File: config.mk
export PLATFORM = sky130hd
export DESIGN_NAME = mfs_top
export DESIGN_NICKNAME = d
export VERILOG_FILES = /design/src/design/mfs_top.v
export VERILOG_INCLUDE_DIRS = /design/src /design/src/design
export SDC_FILE = /design/constraint.sdc
export NUM_CORES = 2
export LEC_CHECK = 0
export ABC_AREA = 1
export BUFFER_PORTS_ARGS = -buffer_cell sky130_fd_sc_hd__buf_2
export CORE_MARGIN = 2
export CORE_UTILIZATION = 60
export CTS_BUF_LIST = sky130_fd_sc_hd__clkbuf_8
export CTS_CLUSTER_DIAMETER = 150
export DETAILED_ROUTE_END_ITERATION = 8
export MAX_ROUTING_LAYER = met4
export PLACE_DENSITY = 0.88
export SKIP_LAST_GASP = 1
export SLEW_MARGIN = 20
export SYNTH_ARGS = -nofsm -noshare
export SYNTH_HDL_FRONTEND = slang
export SYNTH_SLANG_ARGS = --single-unit
File: constraint.sdc
create_clock -name i_sys_clk -period 3 [get_ports i_sys_clk]
set_input_delay 0.6 -clock i_sys_clk [delete_from_list [all_inputs] [get_ports i_sys_clk]]
set_output_delay 0.6 -clock i_sys_clk [all_outputs]
set_load 0.01 [all_outputs]
File: src/design/mfs_consts.vh
`ifndef MFS_CONSTS_VH
`define MFS_CONSTS_VH

// register byte offsets
`define MFS_OFS_CTRL     8'h00
`define MFS_OFS_STATUS   8'h04
`define MFS_OFS_PRESET   8'h08
`define MFS_OFS_PERIOD   8'h0c
`define MFS_OFS_CMD      8'h10
`define MFS_OFS_IRQ_STAT 8'h14
`define MFS_OFS_IRQ_CLR  8'h18
`define MFS_OFS_IRQ_EN   8'h1c
`define MFS_OFS_POS0     8'h20
`define MFS_OFS_POS3     8'h2c

// control fields: up/down mode, index stop, external mode
`define MFS_CTRL_UD      0
`define MFS_CTRL_IDXSTP  4
`define MFS_CTRL_EXT     8
`define MFS_EXT_OFF      2'd0
`define MFS_EXT_JOG      2'd1
`define MFS_EXT_HAND     2'd2

// command fields
`define MFS_CMD_FWD      0
`define MFS_CMD_REV      4
`define MFS_CMD_STOP     8

// status and interrupt fields
`define MFS_ST_ERR       0
`define MFS_ST_ESTOP     1
`define MFS_ST_BUSY      2
`define MFS_ST_IDX       6
`define MFS_IRQ_ESTOP    0
`define MFS_IRQ_IDX      1
`define MFS_IRQ_DONE     5

// reset values
`define MFS_CTRL_RST     32'h0000_0000
`define MFS_PRESET_RST   16'h0001
`define MFS_PERIOD_RST   16'h0018

// timing
`define MFS_SYS_CLK_HZ   50000000
`define MFS_ENC_MAX_HZ   1000000
`define MFS_ENC_EDGE_CYC (`MFS_SYS_CLK_HZ / (4 * `MFS_ENC_MAX_HZ))
`endif

File: src/design/mfs_top.v
// The address map and register access over APB are this design's own decisions.
`include "mfs_consts.vh"
`default_nettype none
module mfs_top #(
    parameter CNT_W = 16,
    parameter POS_W = 32
) (
    // clock and reset
    input  wire          i_sys_clk,
    input  wire          i_rst,
    // apb slave
    input  wire          i_psel,
    input  wire          i_penable,
    input  wire          i_pwrite,
    input  wire [7:0]    i_paddr,
    input  wire [31:0]   i_pwdata,
    output wire [31:0]   o_prdata,
    output wire          o_pready,
    output wire          o_pslverr,
    // encoder pins per axis
    input  wire [3:0]    i_enc_phase_a_pos,
    input  wire [3:0]    i_enc_phase_a_neg,
    input  wire [3:0]    i_enc_phase_b_pos,
    input  wire [3:0]    i_enc_phase_b_neg,
    input  wire [3:0]    i_enc_index_pos,
    input  wire [3:0]    i_enc_index_neg,
    // external pulse commands, active low
    input  wire [3:0]    i_ext_cmd_forward,
    input  wire [3:0]    i_ext_cmd_reverse,
    // emergency stop and polarity jumper
    input  wire          i_emergency_stop_in,
    input  wire          i_estop_polarity_select,
    // drive outputs and interrupt
    output wire [3:0]    o_drv_pulse,
    output wire [3:0]    o_drv_dir,
    output wire          o_irq
);
    localparam NA = 4;
    localparam [2:0] ST_IDLE = 3'b001;
    localparam [2:0] ST_FIX  = 3'b010;
    localparam [2:0] ST_JOG  = 3'b100;

    function addr_hit;
        input [7:0] a;
        begin
            addr_hit = (a[1:0] == 2'b00) && (a <= `MFS_OFS_POS3);
        end
    endfunction

    // positive high with negative low reads as an internal low
    function pair_level;
        input p;
        input n;
        begin
            pair_level = ~(p & ~n);
        end
    endfunction

    reg  [31:0]      prdata_q;
    reg              pready_q;
    reg              pslverr_q;
    reg  [31:0]      ctrl_q;
    reg  [CNT_W-1:0] preset_q;
    reg  [CNT_W-1:0] period_q;
    reg  [8:0]       irq_stat_q;
    reg  [8:0]       irq_en_q;
    reg              irq_q;
    reg  [1:0]       es_sync_q;
    reg  [1:0]       pol_sync_q;
    reg  [1:0]       fill_q;
    reg              estop_q;
    reg  [31:0]      rd_d;
    reg  [8:0]       irq_stat_d;

    wire [NA*POS_W-1:0] pos_w;
    wire [NA-1:0]       busy_w;
    wire [NA-1:0]       idx_lvl_w;
    wire [NA-1:0]       idx_ev_w;
    wire [NA-1:0]       done_ev_w;

    wire acc    = i_psel & i_penable;
    wire wr_en  = acc & pready_q & i_pwrite & addr_hit(i_paddr);
    wire wr_cmd = wr_en && (i_paddr == `MFS_OFS_CMD);
    wire wr_clr = wr_en && (i_paddr == `MFS_OFS_IRQ_CLR);

    // jumper low: active when shorted to ground; high: active when open
    // ignored until the chains hold real pin samples, so reset raises no false event
    wire estop_act = fill_q[1] & (pol_sync_q[1] ? es_sync_q[1] : ~es_sync_q[1]);
    wire ev_estop  = estop_act & ~estop_q;

    assign o_prdata  = prdata_q;
    assign o_pready  = pready_q;
    assign o_pslverr = pslverr_q;
    assign o_irq     = irq_q;

    always @(posedge i_sys_clk) begin
        if (i_rst) begin
            es_sync_q  <= 2'b00;
            pol_sync_q <= 2'b00;
            fill_q     <= 2'b00;
            estop_q    <= 1'b0;
        end else begin
            es_sync_q  <= {es_sync_q[0], i_emergency_stop_in};
            // the jumper may be moved with power on, so it is synchronised too
            pol_sync_q <= {pol_sync_q[0], i_estop_polarity_select};
            fill_q     <= {fill_q[0], 1'b1};
            estop_q    <= estop_act;
        end
    end

    always @* begin
        rd_d = 32'h0000_0000;
        if (i_paddr == `MFS_OFS_CTRL) begin
            rd_d = ctrl_q;
        end else if (i_paddr == `MFS_OFS_STATUS) begin
            rd_d[`MFS_ST_ERR]        = irq_stat_q[`MFS_IRQ_ESTOP];
            rd_d[`MFS_ST_ESTOP]      = estop_q;
            rd_d[`MFS_ST_BUSY+:NA]   = busy_w;
            rd_d[`MFS_ST_IDX+:NA]    = idx_lvl_w;
        end else if (i_paddr == `MFS_OFS_PRESET) begin
            rd_d[CNT_W-1:0] = preset_q;
        end else if (i_paddr == `MFS_OFS_PERIOD) begin
            rd_d[CNT_W-1:0] = period_q;
        end else if (i_paddr == `MFS_OFS_IRQ_STAT) begin
            rd_d[8:0] = irq_stat_q;
        end else if (i_paddr == `MFS_OFS_IRQ_EN) begin
            rd_d[8:0] = irq_en_q;
        end else if (i_paddr >= `MFS_OFS_POS0 && i_paddr <= `MFS_OFS_POS3 &&
                     addr_hit(i_paddr)) begin
            rd_d[POS_W-1:0] = pos_w[i_paddr[3:2]*POS_W+:POS_W];
        end
    end

    // set wins over a clear in the same cycle
    always @* begin
        irq_stat_d = irq_stat_q;
        if (wr_clr) begin
            irq_stat_d = irq_stat_d & ~i_pwdata[8:0];
        end
        irq_stat_d[`MFS_IRQ_ESTOP] = irq_stat_d[`MFS_IRQ_ESTOP] | ev_estop;
        irq_stat_d[`MFS_IRQ_IDX+:NA]  = irq_stat_d[`MFS_IRQ_IDX+:NA] | idx_ev_w;
        irq_stat_d[`MFS_IRQ_DONE+:NA] = irq_stat_d[`MFS_IRQ_DONE+:NA] | done_ev_w;
    end

    // one wait state: ready rises in the second access cycle
    always @(posedge i_sys_clk) begin
        if (i_rst) begin
            prdata_q   <= 32'h0000_0000;
            pready_q   <= 1'b0;
            pslverr_q  <= 1'b0;
            ctrl_q     <= `MFS_CTRL_RST;
            preset_q   <= `MFS_PRESET_RST;
            period_q   <= `MFS_PERIOD_RST;
            irq_stat_q <= 9'h000;
            irq_en_q   <= 9'h000;
            irq_q      <= 1'b0;
        end else begin
            pready_q   <= acc & ~pready_q;
            if (acc & ~pready_q) begin
                prdata_q  <= i_pwrite ? 32'h0000_0000 : rd_d;
                pslverr_q <= ~addr_hit(i_paddr);
            end
            if (wr_en && i_paddr == `MFS_OFS_CTRL) begin
                ctrl_q <= i_pwdata;
            end
            if (wr_en && i_paddr == `MFS_OFS_PRESET) begin
                preset_q <= i_pwdata[CNT_W-1:0];
            end
            if (wr_en && i_paddr == `MFS_OFS_PERIOD) begin
                period_q <= i_pwdata[CNT_W-1:0];
            end
            if (wr_en && i_paddr == `MFS_OFS_IRQ_EN) begin
                irq_en_q <= i_pwdata[8:0];
            end
            irq_stat_q <= irq_stat_d;
            irq_q      <= |(irq_stat_d & irq_en_q);
        end
    end

    genvar g;
    generate
        for (g = 0; g < NA; g = g + 1) begin : g_axis
            reg  [2:0]       a_q;
            reg  [2:0]       b_q;
            reg  [2:0]       z_q;
            reg  [2:0]       f_q;
            reg  [2:0]       r_q;
            reg  [POS_W-1:0] pos_q;
            reg  [2:0]       st_q;
            reg  [CNT_W-1:0] tmr_q;
            reg  [CNT_W-1:0] rem_q;
            reg              pulse_q;
            reg              dir_q;
            reg              done_q;
            // each line of a pair gets two stages of its own before the merge,
            // so an edge on one line cannot reach the counters unsettled
            reg  [1:0]       ap_q;
            reg  [1:0]       an_q;
            reg  [1:0]       bp_q;
            reg  [1:0]       bn_q;
            reg  [1:0]       zp_q;
            reg  [1:0]       zn_q;


            // positive high with negative low reads as internal low
            wire a_in = pair_level(ap_q[1], an_q[1]);
            wire b_in = pair_level(bp_q[1], bn_q[1]);
            wire z_in = pair_level(zp_q[1], zn_q[1]);

            wire ud    = ctrl_q[`MFS_CTRL_UD+g];
            wire [1:0] em = ctrl_q[`MFS_CTRL_EXT+2*g+:2];
            // sampling every clock gives far more than four samples per phase
            wire q_ev  = a_q[1] ^ a_q[2] ^ b_q[1] ^ b_q[2];
            wire q_up  = a_q[1] ^ b_q[2];
            wire u_ev  = a_q[2] & ~a_q[1];
            wire d_ev  = b_q[2] & ~b_q[1];
            wire inc   = ud ? (u_ev & ~d_ev) : (q_ev & q_up);
            wire dec   = ud ? (d_ev & ~u_ev) : (q_ev & ~q_up);
            wire z_ev  = z_q[2] & ~z_q[1];
            wire f_lo  = ~f_q[1];
            wire r_lo  = ~r_q[1];
            wire f_act = f_q[2] & f_lo;
            wire r_act = r_q[2] & r_lo;
            wire sw_f  = wr_cmd & i_pwdata[`MFS_CMD_FWD+g];
            wire sw_r  = wr_cmd & i_pwdata[`MFS_CMD_REV+g];
            wire idx_k = z_ev & ctrl_q[`MFS_CTRL_IDXSTP+g];
            wire kill  = estop_act | estop_q | idx_k |
                         (wr_cmd & i_pwdata[`MFS_CMD_STOP+g]);
            wire tick  = (tmr_q >= period_q);
            wire rel   = dir_q ? ~f_lo : ~r_lo;
            wire pre_z = (preset_q == {CNT_W{1'b0}});

            assign pos_w[g*POS_W+:POS_W] = pos_q;
            assign busy_w[g]    = ~st_q[0];
            assign idx_lvl_w[g] = z_q[1];
            assign idx_ev_w[g]  = z_ev;
            assign done_ev_w[g] = done_q;
            assign o_drv_pulse[g] = pulse_q;
            assign o_drv_dir[g]   = dir_q;

            always @(posedge i_sys_clk) begin
                if (i_rst) begin
                    a_q   <= 3'b111;
                    b_q   <= 3'b111;
                    z_q   <= 3'b111;
                    f_q   <= 3'b111;
                    r_q   <= 3'b111;
                    ap_q  <= 2'b00;
                    an_q  <= 2'b11;
                    bp_q  <= 2'b00;
                    bn_q  <= 2'b11;
                    zp_q  <= 2'b00;
                    zn_q  <= 2'b11;
                    pos_q <= {POS_W{1'b0}};
                end else begin
                    ap_q  <= {ap_q[0], i_enc_phase_a_pos[g]};
                    an_q  <= {an_q[0], i_enc_phase_a_neg[g]};
                    bp_q  <= {bp_q[0], i_enc_phase_b_pos[g]};
                    bn_q  <= {bn_q[0], i_enc_phase_b_neg[g]};
                    zp_q  <= {zp_q[0], i_enc_index_pos[g]};
                    zn_q  <= {zn_q[0], i_enc_index_neg[g]};
                    // a pin edge reaches the position counter five clocks later
                    a_q   <= {a_q[1:0], a_in};
                    b_q   <= {b_q[1:0], b_in};
                    z_q   <= {z_q[1:0], z_in};
                    f_q   <= {f_q[1:0], i_ext_cmd_forward[g]};
                    r_q   <= {r_q[1:0], i_ext_cmd_reverse[g]};
                    if (wr_en && i_paddr == `MFS_OFS_POS0 + 8'd4 * g) begin
                        pos_q <= i_pwdata[POS_W-1:0];
                    end else if (inc) begin
                        pos_q <= pos_q + 1'b1;
                    end else if (dec) begin
                        pos_q <= pos_q - 1'b1;
                    end
                end
            end

            // drive engine runs on its own once started
            always @(posedge i_sys_clk) begin
                if (i_rst) begin
                    st_q    <= ST_IDLE;
                    tmr_q   <= {CNT_W{1'b0}};
                    rem_q   <= {CNT_W{1'b0}};
                    pulse_q <= 1'b0;
                    dir_q   <= 1'b0;
                    done_q  <= 1'b0;
                end else begin
                    done_q <= 1'b0;
                    tmr_q  <= tick ? {CNT_W{1'b0}} : tmr_q + 1'b1;
                    case (st_q)
                        ST_IDLE: begin
                            tmr_q   <= {CNT_W{1'b0}};
                            pulse_q <= 1'b0;
                            rem_q   <= preset_q;
                            if (kill) begin
                                st_q <= ST_IDLE;
                            end else if ((sw_f | sw_r) & ~pre_z) begin
                                st_q  <= ST_FIX;
                                dir_q <= sw_f;
                            end else if (em == `MFS_EXT_HAND && (f_act | r_act) && ~pre_z) begin
                                st_q  <= ST_FIX;
                                dir_q <= f_act;
                            end else if (em == `MFS_EXT_JOG && (f_lo | r_lo)) begin
                                st_q  <= ST_JOG;
                                dir_q <= f_lo;
                            end
                        end
                        ST_FIX: begin
                            if (kill) begin
                                st_q    <= ST_IDLE;
                                pulse_q <= 1'b0;
                                done_q  <= 1'b1;
                            end else if (tick) begin
                                pulse_q <= ~pulse_q;
                                if (pulse_q) begin
                                    rem_q <= rem_q - 1'b1;
                                    if (rem_q == {{(CNT_W-1){1'b0}}, 1'b1}) begin
                                        st_q   <= ST_IDLE;
                                        done_q <= 1'b1;
                                    end
                                end
                            end
                        end
                        ST_JOG: begin
                            // release ends the drive without cutting a pulse short
                            if (kill || (rel && !pulse_q)) begin
                                st_q    <= ST_IDLE;
                                pulse_q <= 1'b0;
                                done_q  <= 1'b1;
                            end else if (tick) begin
                                pulse_q <= ~pulse_q;
                            end
                        end
                        default: begin
                            st_q    <= ST_IDLE;
                            pulse_q <= 1'b0;
                        end
                    endcase
                end
            end
        end
    endgenerate
endmodule
`default_nettype wire

==> flow_metrics.tcl <==
set metrics [dict create \
    tritoncts "done" \
    clock_latency_ns 0.76 \
    start_util_pct 60.8 \
    ant_nets 0 \
    rsz0062_at_grt "true" \
    wl_um 119000 \
    worst-path-buf-inv 2 \
    worstHoldPathType "input port to flop" \
    grt_start_max_net_pins 147 \
    leakagePower_uw 0.0170 \
    grt_overflow 0 \
    viasPerCell 6.04 \
    ys_seq_area_share_pct 31.3 \
    yosys.area.top_type "dfxtp_1" \
    die_w_um 238 \
    gp_congestion 1.07 \
    synth_nets 5181 \
    ys_ff_latch 512 \
    crit_chain "inv_1, ha_1, a21oi_1, o21ai_0, a21oi_1, and3_2, o21ai_0, nand2_1, clkinvlp_4, o21ai_0, a21oi_1" \
    crit_fanout 21 \
    clockRootBuffer "clkbuf_8" \
    power_density_nw_per_um2 457 \
    ys.flop_type "dfxtp_1" \
    cts_sinks 512 \
    start_kind "flop" \
    synth_edf_count 0 \
    grt_pass1_vias 32118 \
    yosys.area.top_type_share_pct 31.3 \
    synth_cell_types 66 \
    yosysMostFrequentCell "nand2_1" \
    worst_path_largest_cell_delay_ns 0.42 \
    dr_total_vias 35753 \
    clockBufferDepth 3 \
    max_freq_mhz 340 \
    grt_first_pass_wirelength_um 179000 \
    io_buffer_count 121 \
    ff2ff_setup_slack_ns 0.06 \
    status "complete, no violations" \
    core_um2 53900 \
    cpLargestDelayFamily "compound AO/OA/AOI/OAI gates" \
    die_y_um 238 \
    antenna_found_initial 8 \
    drc 0 \
    critPathSlowestCell "dfxtp_1" \
    synthTopCellsByArea "dfxtp_1 31%, nand2_1 14%, inv_1 8.2%" \
    grt_usage_pct 41.6 \
    n_fill_cell 4645 \
    drtIter0Drc 4806 \
    syn_area_per_cell_um2 6.54 \
    worstSetupPathType "flop to flop" \
    cp.required_ns 3.58 \
    worstPathArrival_ns 3.53 \
    relSlewSlack_pct 42.4 \
    slew_viol_final 0 \
    whs_ns 0.0345 \
    hold_viol 0 \
    yosys-top-cells-count "1,265 x nand2_1, 717 x inv_1, 512 x dfxtp_1, 408 x nor2_1, 395 x a21oi_1" \
    setup_viol 0 \
    finalCritPeriodShare_pct 98.1 \
    wire_per_inst_um 20.0 \
    final_cells 5922 \
    finalNetCount 5306 \
    dp_hpwl_um 86000 \
    postSynth.asyncResetShare_pct 0 \
    cp-end-kind "flop" \
    maxCapViolations 0 \
    clk_pin_slew_ns 0.06 \
    skew_ns 0.0582 \
    numCtsBuffers 91 \
    tightest_slew_ns 0.864 \
    yosysWarnings 0 \
    rows 85 \
    dr.pass1.iters 7 \
    cts.htree.levels 3 \
    drive_gt1_share_pct 12.0 \
    syn2layout_area_growth_pct 12.3 \
    dpl_worst_slack_ns -0.126 \
    placedCellCount 5733 \
    syn_area_um2 32800 \
    synthCells 5018 \
    fin_tns_setup_ns 0 \
    num_io_pins 122 \
    fin_crit_ns 2.94 \
    peakVddDrop_mv 0.449 \
    setup_ws_ns 0.0582 \
    die-area_um2 56500 \
]
power breakdown:
group | switching (µW) | internal, µW
Clock | 3310 | 3740
Combinational | 1800 | 840
Sequential | 165 | 6970
Total | 5280 | 11600
sequential cells by signal (all words and copies together), names as in the netlist, 8 cells and up:
register and count:
g_axis.pos_q 128, g_axis.rem_q 64, g_axis.tmr_q 64, ctrl_q 32
o_prdata 32, period_q 16, preset_q 16, g_axis.a_q 12
g_axis.b_q 12, g_axis.f_q 12, g_axis.r_q 12, g_axis.st_q 12
g_axis.z_q 12, irq_en_q 9, irq_stat_q 9, g_axis.an_q 8
g_axis.ap_q 8, g_axis.bn_q 8, g_axis.bp_q 8, g_axis.zn_q 8
g_axis.zp_q 8
worst paths after layout:
path / from / to / cells past startpoint
max: period_q[15]$_SDFFE_PP0P_ / g_axis[1].rem_q[7]$_SDFFE_PP0P_ / 11
min: i_enc_phase_a_neg[0] / g_axis[0].an_q[0]$_SDFF_PP1_ / 2
max reg2reg: period_q[15]$_SDFFE_PP0P_ / g_axis[1].rem_q[7]$_SDFFE_PP0P_ / 11
min reg2reg: g_axis[0].ap_q[1]$_SDFF_PP0_ / g_axis[0].a_q[0]$_SDFF_PP1_ / 1
placed cells by master (no fill, tap or decap), types with 17 or more instances in the layout:
master / n
o2111ai_1: 17
buf_2: 120
nor3_1: 55
a21oi_1: 395
o211ai_1: 38
dfxtp_1: 508
xor2_1: 111
nand2_1: 1243
nor3b_1: 18
a31oi_1: 42
xnor2_1: 24
inv_1: 740
buf_4: 111
o41ai_1: 101
nand3b_1: 29
nor2_2: 28
clkbuf_8: 121
nand2_2: 33
o21ai_1: 22
nand4_1: 39
o22ai_1: 121
nor2_1: 390
o21ai_0: 247
xor2_2: 31
nand3_1: 281
ha_1: 84
or2_2: 65
kinds of logic after synthesis:
| family | share of synthesized area, % |
|---|---|
| and+or+nand+nor | 28.9 |
| AOI/OAI and AO/OA | 18.9 |
| buffers and inverters | 11.9 |
| DFF | 31.3 |
| xor gates and xnor gates | 5.81 |
| adders and majority gates | 3.20 |
repair_timing:
item                       in CTS  in global routing
setup buffers                   0                  7
hold buffers                    0                  0
gates resized for setup         0                 89
setup endpoints to repair       0                106
worst reg2reg max path: stages (launching register included):
cell	delay [ns]
dfxtp_1	0.42
inv_1	0.17
ha_1	0.37
a21oi_1	0.16
o21ai_0	0.15
a21oi_1	0.17
and3_2	0.36
o21ai_0	0.12
nand2_1	0.14
clkinvlp_4	0.33
o21ai_0	0.31
a21oi_1	0.07
area by class of cell:
class	instances	area, µm²	area share (%)
clock buffer	121	1670	4.52
timing repair inverter	2	15.0	0.0408
multi-input combinational	3540	19000	51.5
clock inverter	44	288	0.782
sequential	512	10300	27.9
antenna	11	27.5	0.0748
inverter	740	2800	7.60
tap	696	871	2.37
timing repair buffer	256	1930	5.25
layer usage:
| layer | vias to the layer above | wire [µm] | GRT usage [%] |
|---|---|---|---|
| met3 | 423 | 16800 | 11.5 |
| met5 | - | 0 | - |
| met2 | 2384 | 48900 | 59.5 |
| met4 | 0 | 4960 | 14.7 |
| met1 | 16238 | 47800 | 56.3 |
| li1 | 16708 | - | - |
per-stage QoR:
stage	utilization (%)	cell area, µm²	power (µW)
floorplan	-	32800	8970
global placement	63.7	34300	9720
detailed placement	63.7	34300	9750
CTS	67.3	36300	16700
global route	68.3	36800	17400
finish	68.3	36800	16800
Note: power is estimated with default switching activity, not from simulation.
